## src/hw/psil_pkg.sv

```systemverilog
// Package of register map constants for the PLL status interrupt logic
// Notes on behaviour
// RL1: Enabled synth lock-loss latch pulls irq low
// RL2: Enabled VCXO lock-loss latch pulls irq low
// RL3: Enabled input LOS latch pulls irq low
// RL4: Enabled reference-loss latch pulls irq low
// RL5: Enabled holdover latch pulls irq low
// RL6: Enables reset to zero; disabled latches ignored
// RL7: Synth sticky lock reads 0 after event
// RL8: Write one clears synth latch and interrupt
// RL9: VCXO sticky lock reads 0 after event
// RL10: Write one clears VCXO latch and interrupt
// RL11: Input sticky activity reads 0 after LOS
// RL12: Write one clears input latch and interrupt
// RL13: Selected input bit shows machine's choice
// RL14: Live lock bits follow lock, unlatched
// RL15: Live activity bits follow input LOS
// RL16: Sticky reference reads 0 after loss
// RL17: Write one clears reference latch and interrupt
// RL18: Live reference bit shows reference present
// RL19: Sticky holdover reads 0 after holdover entry
// RL20: Write one clears holdover latch and interrupt
// RL21: Live holdover bit low during holdover
// RL22: Calibration bit high while calibration runs
// RL23: Irq returns high when nothing enabled pending
// RL24: Reserved bits read zero, writes ignored
package psil_pkg;
    localparam int unsigned DATA_W = 8;
    localparam int unsigned ADDR_W = 8;
    // Register offsets
    localparam logic [7:0] IRQ_ENABLE_MASK_ADDR = 8'h4c;
    localparam logic [7:0] LATCHED_EVENT_STATUS_ADDR = 8'h50;
    localparam logic [7:0] LIVE_CONDITION_STATUS_ADDR = 8'h51;
    localparam logic [7:0] CALIBRATION_STATUS_ADDR = 8'h53;
    // Field positions of the enable, latched and live registers; BIT_SELECT is live only, BIT_CAL is in the calibration register
    localparam int unsigned BIT_INPUT0 = 0;
    localparam int unsigned BIT_INPUT1 = 1;
    localparam int unsigned BIT_HOLDOVER = 2;
    localparam int unsigned BIT_REF = 3;
    localparam int unsigned BIT_VCXO = 4;
    localparam int unsigned BIT_SYNTH = 5;
    localparam int unsigned BIT_SELECT = 6;
    localparam int unsigned BIT_CAL = 2;
    localparam int unsigned NUM_EVENTS = 6;
    // Reset values
    localparam logic [5:0] IRQ_ENABLE_RESET = 6'h00;
    localparam logic [5:0] EVENT_RESET = 6'h00;
    localparam logic [7:0] RDATA_RESET = 8'h00;
endpackage

```

## src/hw/psil_top.sv

```systemverilog
// Status latches, enables and interrupt output for the PLL status logic
`timescale 1ns/1ps
module psil_top #(
    parameter int unsigned DATA_W = psil_pkg::DATA_W
) (
    // Clock and reset
    input wire logic sys_clk,
    input wire logic reset_n,
    // Register port from the serial configuration engine
    input wire logic [psil_pkg::ADDR_W-1:0] reg_addr,
    input wire logic reg_wr_en,
    input wire logic [DATA_W-1:0] reg_wdata,
    input wire logic reg_rd_en,
    output logic [DATA_W-1:0] reg_rdata,
    // Live conditions from the monitors
    input wire logic synth_lock_live,
    input wire logic vcxo_lock_live,
    input wire logic ref_present_live,
    input wire logic holdover_live,
    input wire logic [1:0] input_active_live,
    input wire logic selected_input_live,
    input wire logic synth_cal_running,
    // Interrupt pin
    output logic irq_out_n
);
    // Elaboration checks on what the logic can serve
    if (DATA_W != 8) begin : g_data_width_check
        $error("psil_top supports only 8-bit register data");
    end

    if (psil_pkg::ADDR_W != 8) begin : g_addr_width_check
        $error("psil_top decodes 8-bit register addresses only");
    end

    if (psil_pkg::NUM_EVENTS != 6) begin : g_event_count_check
        $error("psil_top serves exactly six event latches");
    end

    // Reset release
    logic rst_meta_n;
    logic rst_sync_n;

    // Register port decode
    logic hit_enable;
    logic hit_latched;
    logic hit_live;
    logic hit_cal;
    logic wr_enable_reg;
    logic wr_latched_reg;
    logic [5:0] clear_mask;

    // Interrupt enables
    logic [5:0] irq_en;
    logic [5:0] next_irq_en;

    // Conditions lost in this cycle
    logic synth_lost;
    logic vcxo_lost;
    logic ref_lost;
    logic hold_entered;
    logic [1:0] input_lost;

    // Sticky latches, 1 meaning an event was recorded
    logic synth_latch;
    logic vcxo_latch;
    logic ref_latch;
    logic hold_latch;
    logic input0_latch;
    logic input1_latch;
    logic next_synth_latch;
    logic next_vcxo_latch;
    logic next_ref_latch;
    logic next_hold_latch;
    logic next_input0_latch;
    logic next_input1_latch;
    logic [5:0] event_latched;

    // Interrupt and read path
    logic [5:0] pending;
    logic irq_pending;
    logic next_irq_n;
    logic [7:0] image_enable;
    logic [7:0] image_latched;
    logic [7:0] image_live;
    logic [7:0] image_cal;
    logic [7:0] next_rdata;

    // True when the port address selects the given register
    function automatic logic addr_is(
        input logic [psil_pkg::ADDR_W-1:0] addr,
        input logic [7:0] target
    );
        return addr == target;
    endfunction

    // A new event beats a write-one clear, so none is lost
    function automatic logic sticky_next(
        input logic held,
        input logic lost,
        input logic clear
    );
        return (held & ~clear) | lost;
    endfunction

    // An event counts for the pin only where its enable is set
    function automatic logic armed(
        input logic [5:0] latched,
        input logic [5:0] en,
        input int unsigned pos
    );
        return latched[pos] & en[pos];
    endfunction

    // Enable image; reserved upper bits read 0
    function automatic logic [7:0] pack_enable(
        input logic [5:0] en
    );
        logic [7:0] img;
        img = psil_pkg::RDATA_RESET;
        img[5:0] = en;
        return img;
    endfunction

    // Latched image reads 0 where an event was recorded
    function automatic logic [7:0] pack_latched(
        input logic [5:0] latched
    );
        logic [7:0] img;
        img = psil_pkg::RDATA_RESET;
        img[5:0] = ~latched;
        return img;
    endfunction

    // Live image, shown as presented by the monitors
    function automatic logic [7:0] pack_live(
        input logic sel,
        input logic synth_ok,
        input logic vcxo_ok,
        input logic ref_ok,
        input logic hold_ok,
        input logic [1:0] active
    );
        logic [7:0] img;
        img = psil_pkg::RDATA_RESET;
        img[psil_pkg::BIT_SELECT] = sel; // see RL13
        img[psil_pkg::BIT_SYNTH] = synth_ok; // see RL14
        img[psil_pkg::BIT_VCXO] = vcxo_ok; // see RL14
        img[psil_pkg::BIT_REF] = ref_ok; // see RL18
        img[psil_pkg::BIT_HOLDOVER] = hold_ok; // see RL21
        img[psil_pkg::BIT_INPUT0] = active[0]; // see RL15
        img[psil_pkg::BIT_INPUT1] = active[1]; // see RL15
        return img;
    endfunction

    // Calibration image; only the running flag is defined
    function automatic logic [7:0] pack_cal(
        input logic running
    );
        logic [7:0] img;
        img = psil_pkg::RDATA_RESET;
        img[psil_pkg::BIT_CAL] = running; // see RL22
        return img;
    endfunction

    // Reset release through two stages; assertion stays asynchronous
    always_ff @(posedge sys_clk or negedge reset_n) begin
        if (!reset_n) begin
            rst_meta_n <= 1'b0;
            rst_sync_n <= 1'b0;
        end else begin
            rst_meta_n <= 1'b1;
            rst_sync_n <= rst_meta_n;
        end
    end

    // Address decode, shared by the write strobes and the read mux
    always_comb begin
        hit_enable = addr_is(reg_addr, psil_pkg::IRQ_ENABLE_MASK_ADDR);
        hit_latched = addr_is(reg_addr, psil_pkg::LATCHED_EVENT_STATUS_ADDR);
        hit_live = addr_is(reg_addr, psil_pkg::LIVE_CONDITION_STATUS_ADDR);
        hit_cal = addr_is(reg_addr, psil_pkg::CALIBRATION_STATUS_ADDR);
    end

    // Write strobes
    always_comb begin
        wr_enable_reg = reg_wr_en && hit_enable;
        wr_latched_reg = reg_wr_en && hit_latched;
    end

    // Write-one clear mask; reserved bits 7:6 are dropped
    always_comb begin
        clear_mask = '0;
        if (wr_latched_reg) begin
            clear_mask = reg_wdata[5:0]; // see RL24
        end
    end

    // Next enable value; reserved bits 7:6 are dropped
    always_comb begin
        next_irq_en = irq_en;
        if (wr_enable_reg) begin
            next_irq_en = reg_wdata[5:0]; // see RL24
        end
    end

    // Interrupt enables
    always_ff @(posedge sys_clk or negedge rst_sync_n) begin
        if (!rst_sync_n) begin
            irq_en <= psil_pkg::IRQ_ENABLE_RESET; // see RL6
        end else begin
            irq_en <= next_irq_en;
        end
    end

    // A level 0 from a monitor means the condition is lost
    always_comb begin
        synth_lost = ~synth_lock_live;
        vcxo_lost = ~vcxo_lock_live;
        ref_lost = ~ref_present_live;
        hold_entered = ~holdover_live;
        input_lost = ~input_active_live;
    end

    // Synthesizer lock-loss latch
    always_comb begin
        next_synth_latch = sticky_next(synth_latch, synth_lost,
            clear_mask[psil_pkg::BIT_SYNTH]); // see RL8
    end

    always_ff @(posedge sys_clk or negedge rst_sync_n) begin
        if (!rst_sync_n) begin
            synth_latch <= psil_pkg::EVENT_RESET[psil_pkg::BIT_SYNTH];
        end else begin
            synth_latch <= next_synth_latch; // see RL7
        end
    end

    // VCXO lock-loss latch
    always_comb begin
        next_vcxo_latch = sticky_next(vcxo_latch, vcxo_lost,
            clear_mask[psil_pkg::BIT_VCXO]); // see RL10
    end

    always_ff @(posedge sys_clk or negedge rst_sync_n) begin
        if (!rst_sync_n) begin
            vcxo_latch <= psil_pkg::EVENT_RESET[psil_pkg::BIT_VCXO];
        end else begin
            vcxo_latch <= next_vcxo_latch; // see RL9
        end
    end

    // Reference-loss latch
    always_comb begin
        next_ref_latch = sticky_next(ref_latch, ref_lost,
            clear_mask[psil_pkg::BIT_REF]); // see RL17
    end

    always_ff @(posedge sys_clk or negedge rst_sync_n) begin
        if (!rst_sync_n) begin
            ref_latch <= psil_pkg::EVENT_RESET[psil_pkg::BIT_REF];
        end else begin
            ref_latch <= next_ref_latch; // see RL16
        end
    end

    // Holdover entry latch
    always_comb begin
        next_hold_latch = sticky_next(hold_latch, hold_entered,
            clear_mask[psil_pkg::BIT_HOLDOVER]); // see RL20
    end

    always_ff @(posedge sys_clk or negedge rst_sync_n) begin
        if (!rst_sync_n) begin
            hold_latch <= psil_pkg::EVENT_RESET[psil_pkg::BIT_HOLDOVER];
        end else begin
            hold_latch <= next_hold_latch; // see RL19
        end
    end

    // First clock input loss-of-signal latch
    always_comb begin
        next_input0_latch = sticky_next(input0_latch, input_lost[0],
            clear_mask[psil_pkg::BIT_INPUT0]); // see RL12
    end

    always_ff @(posedge sys_clk or negedge rst_sync_n) begin
        if (!rst_sync_n) begin
            input0_latch <= psil_pkg::EVENT_RESET[psil_pkg::BIT_INPUT0];
        end else begin
            input0_latch <= next_input0_latch; // see RL11
        end
    end

    // Second clock input loss-of-signal latch
    always_comb begin
        next_input1_latch = sticky_next(input1_latch, input_lost[1],
            clear_mask[psil_pkg::BIT_INPUT1]); // see RL12
    end

    always_ff @(posedge sys_clk or negedge rst_sync_n) begin
        if (!rst_sync_n) begin
            input1_latch <= psil_pkg::EVENT_RESET[psil_pkg::BIT_INPUT1];
        end else begin
            input1_latch <= next_input1_latch; // see RL11
        end
    end

    // Latched events gathered at their field positions
    always_comb begin
        event_latched = psil_pkg::EVENT_RESET;
        event_latched[psil_pkg::BIT_SYNTH] = synth_latch;
        event_latched[psil_pkg::BIT_VCXO] = vcxo_latch;
        event_latched[psil_pkg::BIT_REF] = ref_latch;
        event_latched[psil_pkg::BIT_HOLDOVER] = hold_latch;
        event_latched[psil_pkg::BIT_INPUT1] = input1_latch;
        event_latched[psil_pkg::BIT_INPUT0] = input0_latch;
    end

    // Pending events; a disabled latch never reaches the pin
    always_comb begin
        pending = '0;
        pending[psil_pkg::BIT_SYNTH] =
            armed(event_latched, irq_en, psil_pkg::BIT_SYNTH); // see RL1
        pending[psil_pkg::BIT_VCXO] =
            armed(event_latched, irq_en, psil_pkg::BIT_VCXO); // see RL2
        pending[psil_pkg::BIT_REF] =
            armed(event_latched, irq_en, psil_pkg::BIT_REF); // see RL4
        pending[psil_pkg::BIT_HOLDOVER] =
            armed(event_latched, irq_en, psil_pkg::BIT_HOLDOVER); // see RL5
        pending[psil_pkg::BIT_INPUT1] =
            armed(event_latched, irq_en, psil_pkg::BIT_INPUT1); // see RL3
        pending[psil_pkg::BIT_INPUT0] =
            armed(event_latched, irq_en, psil_pkg::BIT_INPUT0); // see RL3
    end

    always_comb begin
        irq_pending = |pending; // see RL6
        next_irq_n = ~irq_pending; // see RL23
    end

    // Registered so the pin cannot glitch, at one cycle of latency
    always_ff @(posedge sys_clk or negedge rst_sync_n) begin
        if (!rst_sync_n) begin
            irq_out_n <= 1'b1;
        end else begin
            irq_out_n <= next_irq_n;
        end
    end

    always_comb begin
        image_enable = pack_enable(irq_en);
    end

    always_comb begin
        image_latched = pack_latched(event_latched);
    end

    always_comb begin
        image_live = pack_live(selected_input_live, synth_lock_live,
            vcxo_lock_live, ref_present_live, holdover_live,
            input_active_live);
    end

    always_comb begin
        image_cal = pack_cal(synth_cal_running);
    end

    // Read mux; unmapped addresses read 0
    always_comb begin
        next_rdata = psil_pkg::RDATA_RESET; // see RL24
        if (hit_enable) begin
            next_rdata = image_enable;
        end else if (hit_latched) begin
            next_rdata = image_latched;
        end else if (hit_live) begin
            next_rdata = image_live;
        end else if (hit_cal) begin
            next_rdata = image_cal;
        end
    end

    // Read data holds until the next read strobe
    always_ff @(posedge sys_clk or negedge rst_sync_n) begin
        if (!rst_sync_n) begin
            reg_rdata <= psil_pkg::RDATA_RESET;
        end else if (reg_rd_en) begin
            reg_rdata <= next_rdata;
        end
    end
endmodule // psil_top

```

## config.mk

```make
export PLATFORM = sky130hd
export DESIGN_NAME = psil_top
export DESIGN_NICKNAME = d
export VERILOG_FILES = /design/src/hw/psil_pkg.sv /design/src/hw/psil_top.sv
export SDC_FILE = /design/constraint.sdc
export NUM_CORES = 1
export LEC_CHECK = 0
export BUFFER_PORTS_ARGS = -buffer_cell sky130_fd_sc_hd__buf_2
export CAP_MARGIN = 20
export CORE_UTILIZATION = 52
export DETAILED_ROUTE_END_ITERATION = 16
export GPL_ROUTABILITY_DRIVEN = 0
export PLACE_DENSITY = 0.88
export SLEW_MARGIN = 5
export SYNTH_ARGS = -nofsm -noshare
export SYNTH_HDL_FRONTEND = slang
export SYNTH_SLANG_ARGS = --single-unit
export TNS_END_PERCENT = 50
```

## constraint.sdc

```tcl
create_clock -name sys_clk -period 1.95 [get_ports sys_clk]
set_clock_uncertainty 0.15 [all_clocks]
set_input_delay 0.2925 -clock sys_clk [delete_from_list [all_inputs] [get_ports sys_clk]]
set_output_delay 0.2925 -clock sys_clk [all_outputs]
set_load 0.02 [all_outputs]
```

Word level (Yosys, flattened, before mapping). Index checks and enable logic that the tools add are counted.

Eq/ne operators: 4. Reductions and logical operators: 3. Bitwise logic cells: 31. Muxes and demuxes: 5.

Operator list (count): equality test 8 x 7 -> 1 bit, second input constant (4); 2-to-1 mux 8 bit (3); AND 1 bit (12); NOT 1 bit (11); 2-to-1 mux 6 bit (1); NOT 6 bit (1); OR 1 bit (6); OR reduction 6 bit (1); 2-to-1 mux 3 bit (1); logical AND 1 bit (2); NOT 2 bit (1).

Logic and storage cells: 54. Output and inout bits: 9. Flip-flop bits (word level): 23. Bits of input ports: 28.

Logic depth before layout (Yosys ltp). Gate-level depths: netlist of run 1.

Depth after elaboration: 6. Mapped depth: 4. Mapped depth without buffers: 3.

Worst setup path after synthesis of run 1. Ideal clock, no wire load.

Kind: input port to flip-flop. Start: in reg_addr[2] in the netlist's numbering. End: reg reg_rdata[0]. Stages: 4. Data arrival time: 1.145 ns. Setup slack: 0.529 ns. Buffers on the path: 1. Data required time: 1.674 ns. Setup time: 0.126 ns. Cells stage by stage: and3b_1 -> and4_1 -> buf_4 -> a221o_1.

Cells in the longest elaborated chain, start to end: 4. Elaborated cells between the ends (all ways): 6. Those cells by class: eq/ne (3); mux (3).

Ends and longest elaborated chain: start: declaration (line psil_top.sv:10) `input wire logic [psil_pkg::ADDR_W-1:0] reg_addr,`; equality test 8 x 7 -> 1 bit (line psil_top.sv:93) `return addr == target;`; 2-to-1 mux 8 bit (line psil_top.sv:375) `end else if (hit_live) begin`; 2-to-1 mux 8 bit (line psil_top.sv:373) `end else if (hit_latched) begin`; 2-to-1 mux 8 bit (*) (line psil_top.sv:371) `if (hit_enable) begin`; end signal: assignment (line psil_top.sv:385) `reg_rdata <= psil_pkg::RDATA_RESET;`; end signal: assignment (line psil_top.sv:387) `reg_rdata <= next_rdata;`; end: declaration (line psil_top.sv:14) `output logic [DATA_W-1:0] reg_rdata,`.

Mark *: on every way between the ends. The rest lies on a longest branch, timed or not. A chain may end at the register's enable or synchronous reset.

Worst setup path in the final report of run 1.
Start: reg irq_out_n. End: out irq_out_n.

RTL lines: start: declaration (line psil_top.sv:24) `output logic irq_out_n`; start signal: assignment (line psil_top.sv:346) `irq_out_n <= next_irq_n;`.

No word-level cell between the ends.

==> results of run 1 <==
per-stage QoR:
step | power [mW] | cell area [um^2] | util | instances | worst slack (ps)
detailed placement | 0.586 | 1240 | 0.681 | 141 | 253
global placement | 0.584 | 1240 | 0.681 | 141 | 258
finish | 0.928 | 1300 | 0.715 | 146 | 521
CTS | 0.931 | 1300 | 0.715 | 146 | 521
global route | 0.961 | 1300 | 0.715 | 146 | 491
floorplan | 0.538 | 1060 | - | 86 | 529
metal layers:
layer  part of all wire  routed length (um)
met1               0.41                 905
met2               0.50                1110
met4              0.011                  25
met3              0.072                 157
met5                  0                   0
layout by cell type (no fill, tap or decap):
cell type | netlist | final
mux2_2 | 7 | 7
nor2_1 | 1 | 1
and4_1 | 1 | 1
buf_2 | 0 | 33
and3_1 | 1 | 1
a22oi_1 | 2 | 2
a221oi_1 | 1 | 1
nand4_1 | 6 | 6
and3b_1 | 1 | 1
nand2_1 | 6 | 6
inv_1 | 1 | 1
a21o_1 | 1 | 1
and4b_1 | 1 | 1
nor3b_2 | 1 | 1
nor3_1 | 1 | 1
clkbuf_4 | 0 | 3
buf_4 | 3 | 1
bufinv_16 | 0 | 1
o21ai_0 | 5 | 5
dfstp_2 | 1 | 1
dlygate4sd3_1 | 0 | 1
conb_1 | 2 | 2
nand3_4 | 1 | 1
nor3b_4 | 2 | 2
dfrtp_1 | 21 | 21
a21bo_2 | 6 | 6
nor2b_1 | 6 | 6
a221o_1 | 6 | 6
a32o_1 | 1 | 1
what timing repair did:
action	in CTS	in global routing
endpoints found under the setup margin	0	0
hold buffers	1	0
hold endpoints to repair	2	0
power by group through the flow:
stage / Clock, mW / Sequential [mW] / Combinational [mW]
3_3_place_gp: 0 / 0.495 / 0.0891
4_1_cts: 0.352 / 0.486 / 0.0930
6_report: 0.348 / 0.486 / 0.0937
2_1_floorplan: 0 / 0.499 / 0.0391
5_1_grt: 0.371 / 0.489 / 0.101
3_5_place_dp: 0 / 0.495 / 0.0909
sequential cells by signal, indices dropped and copies added, names as in the netlist:
| register | flops |
|---|---|
| hold_latch | 1 |
| input0_latch | 1 |
| input1_latch | 1 |
| irq_en | 6 |
| irq_out_n | 1 |
| ref_latch | 1 |
| reg_rdata | 7 |
| rst_meta_n | 1 |
| rst_sync_n | 1 |
| synth_latch | 1 |
| vcxo_latch | 1 |
cell families after synthesis:
family / share of synthesized area
and+or+nand+nor: 0.196
muxes: 0.0742
DFF: 0.519
other: 0.00707
AOI/OAI and AO/OA: 0.176
buffers and inverters: 0.0283
area by class of cell:
type                    instances  share of cell area
inverters                       1             0.00288
flip-flops and latches         22               0.424
clock buffers                   3              0.0173
well taps                      25              0.0240
clock inverters                 1              0.0231
multi-input cells              59               0.369
repair buffers                 35               0.140
final timing paths:
path / slack, ps / startpoint / end / depth (start not counted)
max in group asynchronous: 1000 / rst_sync_n / reg_rdata[2] / 0
worst min register to register: 170 / rst_sync_n / input0_latch / 0
worst min-delay path: 70 / reg_wdata[0] / irq_en[0] / 2
worst max-delay path: 520 / irq_out_n / irq_out_n / 1
min in group asynchronous: 120 / reset_n / rst_meta_n / 2
worst max register to register: 710 / irq_en[2] / irq_out_n / 3
==> impl_metrics.json, run 1 <==
{
  "required_ps": 1510,
  "fp.dieH_um": 47.2,
  "multi_input_area_um2": 480,
  "power_density_mw_per_mm2": 712,
  "async_reset_ff_frac": 1.00,
  "cap_violations": 0,
  "grt_pass1_vias": 780,
  "synth_edf_count": 0,
  "syn_inst": 86,
  "grt_max_degree": 21,
  "synth_top_area_share": 0.495,
  "slowest_delay_ps": 530,
  "drive_above_1_share": 0.463,
  "coreArea_mm2": 0.00182,
  "post_cts_resized": 0,
  "power_frac_clock": 0.375,
  "htreeDepth": 1,
  "clkLatencyLatePin_ps": 310,
  "grtUsageMet2": 0.367,
  "regArea_um2": 552,
  "critPathArrivalTime_ps": 990,
  "internal-power_mw": 0.725,
  "rows": 15,
  "p_seq_frac": 0.524,
  "grt_first_pass_wirelength_mm": 3.44,
  "crit_fanout": 1,
  "avgViaCountPerCell": 5.76,
  "areaGrowthSynthToFinish_pct": 22.6,
  "crit_chain": "buf_2",
  "post-dp-hpwl_mm": 1.55,
  "vdd_drop_max_mv": 0.506,
  "max_freq_ghz": 0.700,
  "first_iter_violations": 22,
  "antenna_cells": 0,
  "synth-seq-cells": 22,
  "die_w_um": 47.2,
  "critPathTopFamily": "flip-flops",
  "numCtsBuffers": 3,
  "clkTransAtPathRegs_ps": 120,
  "cts-root-buf": "clkbuf_4",
  "synth.area.top_cells": "dfrtp_1 (49%), mux2_2 (7.4%), a21bo_2 (5.7%), a221o_1 (5.7%), nand4_1 (3.5%)",
  "p_sw_mw": 0.202,
  "dieArea_mm2": 0.00223,
  "busiest_layer": "met2",
  "final_max_slew_viol_count": 0,
  "avgSynthCellArea_um2": 12.4,
  "finalSetupViolations": 0,
  "status": "complete, no violations",
  "cts_setup_buffers": 0,
  "synth_top_area_cell": "dfrtp_1",
  "firstDrtPassIters": 4,
  "synth.most_common_cell": "dfrtp_1",
  "port_buffers": 33,
  "yosys-top-cells-count": "dfrtp_1 (21), mux2_2 (7)",
  "slew_headroom": 0.490,
  "leakage_nw": 0.628,
  "gr-total-overflow": 0,
  "power_frac_comb": 0.101,
  "crit_path_start_kind": "register",
  "antenna_left": 0,
  "initial_utilization": 0.584,
  "ys_warn_count": 0,
  "met1_usage": 0.284,
  "ys.flop_type": "dfrtp_1",
  "syn_area_mm2": 0.00106,
  "hold_path_class": "input port to register",
  "swShare": 0.218,
  "period_share": 0.733,
  "syn_nets": 114,
  "path_buf_inv": 1,
  "critPathKind": "register to output port",
  "hold_viol": 0,
  "final.setup.tns_ps": 0,
  "grtUsageMet3": 0.0923,
  "drc": 0,
  "clkSinkCount": 22,
  "hold_slack_ps": 67.0,
  "synth_cell_type_count": 26,
  "period_minus_slack_ps": 1430,
  "cts_tree": "built",
  "crit_slowest_cell": "dfstp_2",
  "antenna_found_initial": 0,
  "rsz0062_at_grt": "false",
  "end_kind": "output port",
  "fin_nets": 150,
  "wl_per_cell_um": 15.0,
  "drt_wl_total_mm": 2.19,
  "grt_usage": 0.228,
  "clock_path_buffers": 2,
  "yosysSeqAreaShare": 0.519,
  "ios": 37,
  "fillers": 136,
  "worst_pin_slew_ps": 765,
  "dr_total_vias": 841
}
No activity file was read; power rests on OpenSTA's default activity.
==> run 2: changes to the inputs <==
- CORE_UTILIZATION: 52 -> 48
- PLACE_DENSITY: 0.88 -> 0.82
- clock period: 1.95 -> 1.49 ns (I/O delays scaled with it)
==> run 2 against run 1 <==
Against the previous run:
- core utilization down 1.9 points
- combinational power increased by 63%
- sequential power is 29% higher
- sequential cell count stayed put
- routed wire length fell by 0.55%
- die area increased by 8.0%
- clock power increased by 32%
- largest power group unchanged
==> impl_metrics.json, run 2 (synthesized netlist as in run 1, its figures left out) <==
{
  "top_register": "reg_rdata",
  "initial_utilization": 0.525,
  "crit_slowest_cell": "dfstp_2",
  "cap_violations": 0,
  "drt_wl_total_mm": 2.18,
  "cts-root-buf": "clkbuf_4",
  "period_minus_slack_ps": 1370,
  "final_common_cell": "buf_2",
  "path_buf_inv": 1,
  "max_freq_ghz": 0.730,
  "critPathArrivalTime_ps": 1000,
  "clkLatencyLatePin_ps": 320,
  "clkSinkCount": 22,
  "leakage_nw": 0.685,
  "crit_path_start_kind": "register",
  "largest_reg_flops": 7,
  "critPathKind": "register to output port",
  "place_area_mm2": 0.00129,
  "final_max_slew_viol_count": 0,
  "ff2ff_setup_slack_ps": 290,
  "dieArea_mm2": 0.00241,
  "hold_path_class": "input port to register",
  "p_total_mw": 1.24,
  "grt_usage": 0.199,
  "critPathTopFamily": "flip-flops",
  "preCtsSetupSlack_ps": 14.5,
  "finalSetupViolations": 0,
  "rows": 16,
  "power_density_mw_per_mm2": 879,
  "wl_per_cell_um": 13.6,
  "ios": 37,
  "clkTransAtPathRegs_ps": 120,
  "antenna_left": 0,
  "status": "complete, no violations",
  "areaGrowthSynthToFinish_pct": 32.5,
  "htreeDepth": 1,
  "vdd_drop_max_mv": 0.639,
  "hold_viol": 0,
  "cts_tree": "built",
  "end_kind": "output port",
  "post-dp-hpwl_mm": 1.67,
  "fin_nets": 162,
  "firstDrtPassIters": 4,
  "finish.utilization": 0.696,
  "final.setup.tns_ps": 0,
  "drc": 0,
  "period_share": 0.919,
  "required_ps": 1120,
  "coreArea_mm2": 0.00202,
  "gr-total-overflow": 0,
  "rsz0062_at_grt": "false",
  "post_cts_resized": 0,
  "fillers": 141,
  "reg_top3": "reg_rdata x7, irq_en x6",
  "fp.dieH_um": 49.0,
  "cts_setup_buffers": 0,
  "slowest_delay_ps": 530,
  "avgViaCountPerCell": 5.31,
  "grt_pass1_vias": 829,
  "worst_slack_ps": 121,
  "antenna_cells": 0,
  "grt_first_pass_wirelength_mm": 3.57,
  "stdcell_area_mm2": 0.00141,
  "drive_above_1_share": 0.474,
  "grt_max_degree": 21,
  "postCtsHoldBufs": 5,
  "clock_path_buffers": 2,
  "first_iter_violations": 22,
  "layout_common_cells": "buf_2 (33), dfrtp_1 (21), buf_4 (8), mux2_2 (7)",
  "die_w_um": 49.0,
  "crit_fanout": 1,
  "antenna_found_initial": 0,
  "port_buffers": 33,
  "dr_total_vias": 849,
  "crit_chain": "buf_2",
  "numCtsBuffers": 3
}
-- run 2: cell types whose count changed in the layout (fill, tap and decap cells not counted), sizes merged --
| cell | change |
|---|---|
| buf | +7 |
| dlygate4sd3 | +5 |
-- run 2: path summary, 6_finish.rpt --
kind	to	cells past startpoint	start
worst max-delay path	irq_out_n	1	irq_out_n
worst min-delay path	irq_en[5]	2	reg_wdata[5]
worst max register to register	irq_out_n	3	irq_en[2]
worst min register to register	synth_latch	1	rst_sync_n
max in group asynchronous	irq_out_n	1	rst_sync_n
min in group asynchronous	rst_meta_n	2	reset_n
-- run 2: report_power, final --
| part | leakage [nW] | internal, mW | switching (mW) |
|---|---|---|---|
| clock network | 0.0279 | 0.272 | 0.186 |
| logic | 0.390 | 0.0771 | 0.0757 |
| registers | 0.267 | 0.618 | 0.00897 |
| total | 0.685 | 0.967 | 0.270 |
-- run 2: final cells by class --
type	instances	area, um^2	share of cell area
Clock buffer	3	22.5	0.0160
Clock inverter	1	30.0	0.0213
Inverter	1	3.75	0.00267
Multi-Input combinational cell	59	480	0.341
Sequential cell	22	552	0.392
Tap cell	27	33.8	0.0240
Timing Repair Buffer	47	285	0.203
-- run 2: through the flow --
stage	std cells	hold WS [ps]
6_report	160	3.87
5_1_grt	160	5.28
4_1_cts	159	1.13
3_5_place_dp	150	-141
3_3_place_gp	150	-142
2_1_floorplan	86	-222
-- run 2: routing by layer --
metal	vias up	routed length, um	part of all wire	GRT usage
met5	-	0	0	0
met2	33	1050	0.48	0.336
met4	0	53	0.024	0.108
met3	5	96	0.044	0.0218
met1	396	985	0.45	0.249
li1	415	-	-	-
==> run 3: changes to the inputs <==
- CORE_UTILIZATION: 48 -> 52
- PLACE_DENSITY: 0.82 -> 0.88
- clock period: 1.49 -> 1.6 ns (I/O delays scaled with it)
==> run 3 against run 2 <==
Against the previous run:
- first-iteration DRC count is 14% higher
- clock power is 6.6% lower
- critical path depth stayed put
- sequential power is 6.9% lower
==> impl_metrics.json, run 3 (synthesized netlist as in run 1, its figures left out) <==
{
  "crit_chain": "buf_2",
  "fp.dieH_um": 47.2,
  "avgViaCountPerCell": 5.79,
  "clock_path_buffers": 2,
  "power_frac_clock": 0.374,
  "clkTransAtPathRegs_ps": 130,
  "leakage_nw": 0.653,
  "wl_met1_mm": 1.00,
  "cts_setup_buffers": 0,
  "status": "complete, no violations",
  "period_minus_slack_ps": 1380,
  "cts-root-buf": "clkbuf_4",
  "required_ps": 1210,
  "clkSinkCount": 22,
  "dieArea_mm2": 0.00223,
  "crit_fanout": 1,
  "grt_pass1_vias": 803,
  "wl_met2_mm": 1.19,
  "grt_usage": 0.240,
  "critPathArrivalTime_ps": 990,
  "antenna_left": 0,
  "drt_wl_total_mm": 2.32,
  "finish.utilization": 0.736,
  "reg_top3": "reg_rdata x7, irq_en x6",
  "path_buf_inv": 1,
  "drc": 0,
  "dr_wl_met3_um": 86,
  "p_total_mw": 1.14,
  "wl_per_cell_um": 15.4,
  "cts_tree": "built",
  "hold_path_class": "input port to register",
  "clkLatencyLatePin_ps": 310,
  "rsz0062_at_grt": "false",
  "coreArea_mm2": 0.00182,
  "crit_path_start_kind": "register",
  "areaGrowthSynthToFinish_pct": 26.1,
  "highest_layer": "met4",
  "top_register": "reg_rdata",
  "period_share": 0.862,
  "swShare": 0.222,
  "internal-power_mw": 0.891,
  "final_common_cell": "buf_2",
  "hold_slack_ps": 16.8,
  "fin_nets": 155,
  "port_buffers": 33,
  "max_freq_ghz": 0.725,
  "place_area_mm2": 0.00128,
  "die_w_um": 47.2,
  "p_sw_mw": 0.254,
  "htreeDepth": 1,
  "final.setup.tns_ps": 0,
  "dr_total_vias": 874,
  "p_seq_frac": 0.510,
  "stdcell_area_mm2": 0.00134,
  "finalSetupViolations": 0,
  "power_density_mw_per_mm2": 854,
  "layout_common_cells": "buf_2 (33), dfrtp_1 (21), mux2_2 (7)",
  "hold_viol": 0,
  "ios": 37,
  "grt_first_pass_wirelength_mm": 3.71,
  "antenna_found_initial": 0,
  "initial_utilization": 0.584,
  "end_kind": "output port",
  "cap_violations": 0,
  "slowest_delay_ps": 530,
  "first_iter_violations": 25,
  "firstDrtPassIters": 4,
  "rows": 15,
  "antenna_cells": 0,
  "critPathKind": "register to output port",
  "gr-total-overflow": 0,
  "numCtsBuffers": 3,
  "grt_max_degree": 21,
  "crit_slowest_cell": "dfstp_2",
  "critPathTopFamily": "flip-flops",
  "drive_above_1_share": 0.484,
  "final_max_slew_viol_count": 0,
  "vdd_drop_max_mv": 0.767,
  "power_frac_comb": 0.115,
  "largest_reg_flops": 7,
  "post-dp-hpwl_mm": 1.76
}
-- run 3: per-layer routing --
layer,vias to the layer above,global-route usage
met5,-,0
met4,0,0.0857
met3,6,0.0231
met2,31,0.417
met1,430,0.314
li1,407,-
-- run 3: layout make-up --
cell class	instances	area, um^2
flip-flops and latches	22	552
multi-input cells	59	480
fillers	128	480
repair buffers	40	220
well taps	25	31.3
clock inverters	1	30.0
clock buffers	3	22.5
inverters	1	3.75
-- run 3: what timing repair did --
item                                    in CTS  in global routing
hold buffers                                 1                  0
gates resized for setup                      0                  0
endpoints found under the setup margin       0                  0
endpoints found under the hold margin        2                  0
-- run 3: path summary, 6_finish.rpt --
kind / cells after the start / endpoint / slack, ps / start
max in group asynchronous: 1 / irq_out_n / 990 / rst_sync_n
min in group asynchronous: 1 / vcxo_latch / 40 / rst_sync_n
worst max register to register: 3 / reg_rdata[2] / 380 / hold_latch
worst min-delay path: 2 / irq_en[4] / 20 / reg_wdata[4]
worst min register to register: 1 / vcxo_latch / 40 / rst_sync_n
worst max-delay path: 1 / irq_out_n / 220 / irq_out_n
-- run 3: power by group through the flow --
stage / logic (mW) / clock network [mW] / registers (mW)
after global placement: 0.126 / 0 / 0.594
after floorplan: 0.0476 / 0 / 0.608
final: 0.132 / 0.428 / 0.584
after global routing: 0.146 / 0.457 / 0.587
after CTS: 0.133 / 0.434 / 0.584
after detailed placement: 0.130 / 0 / 0.595
-- run 3: stage by stage --
step	worst slack [ps]	instances
6_report	220	151
2_1_floorplan	232	86
3_5_place_dp	112	146
3_3_place_gp	114	146
4_1_cts	213	151
5_1_grt	173	151
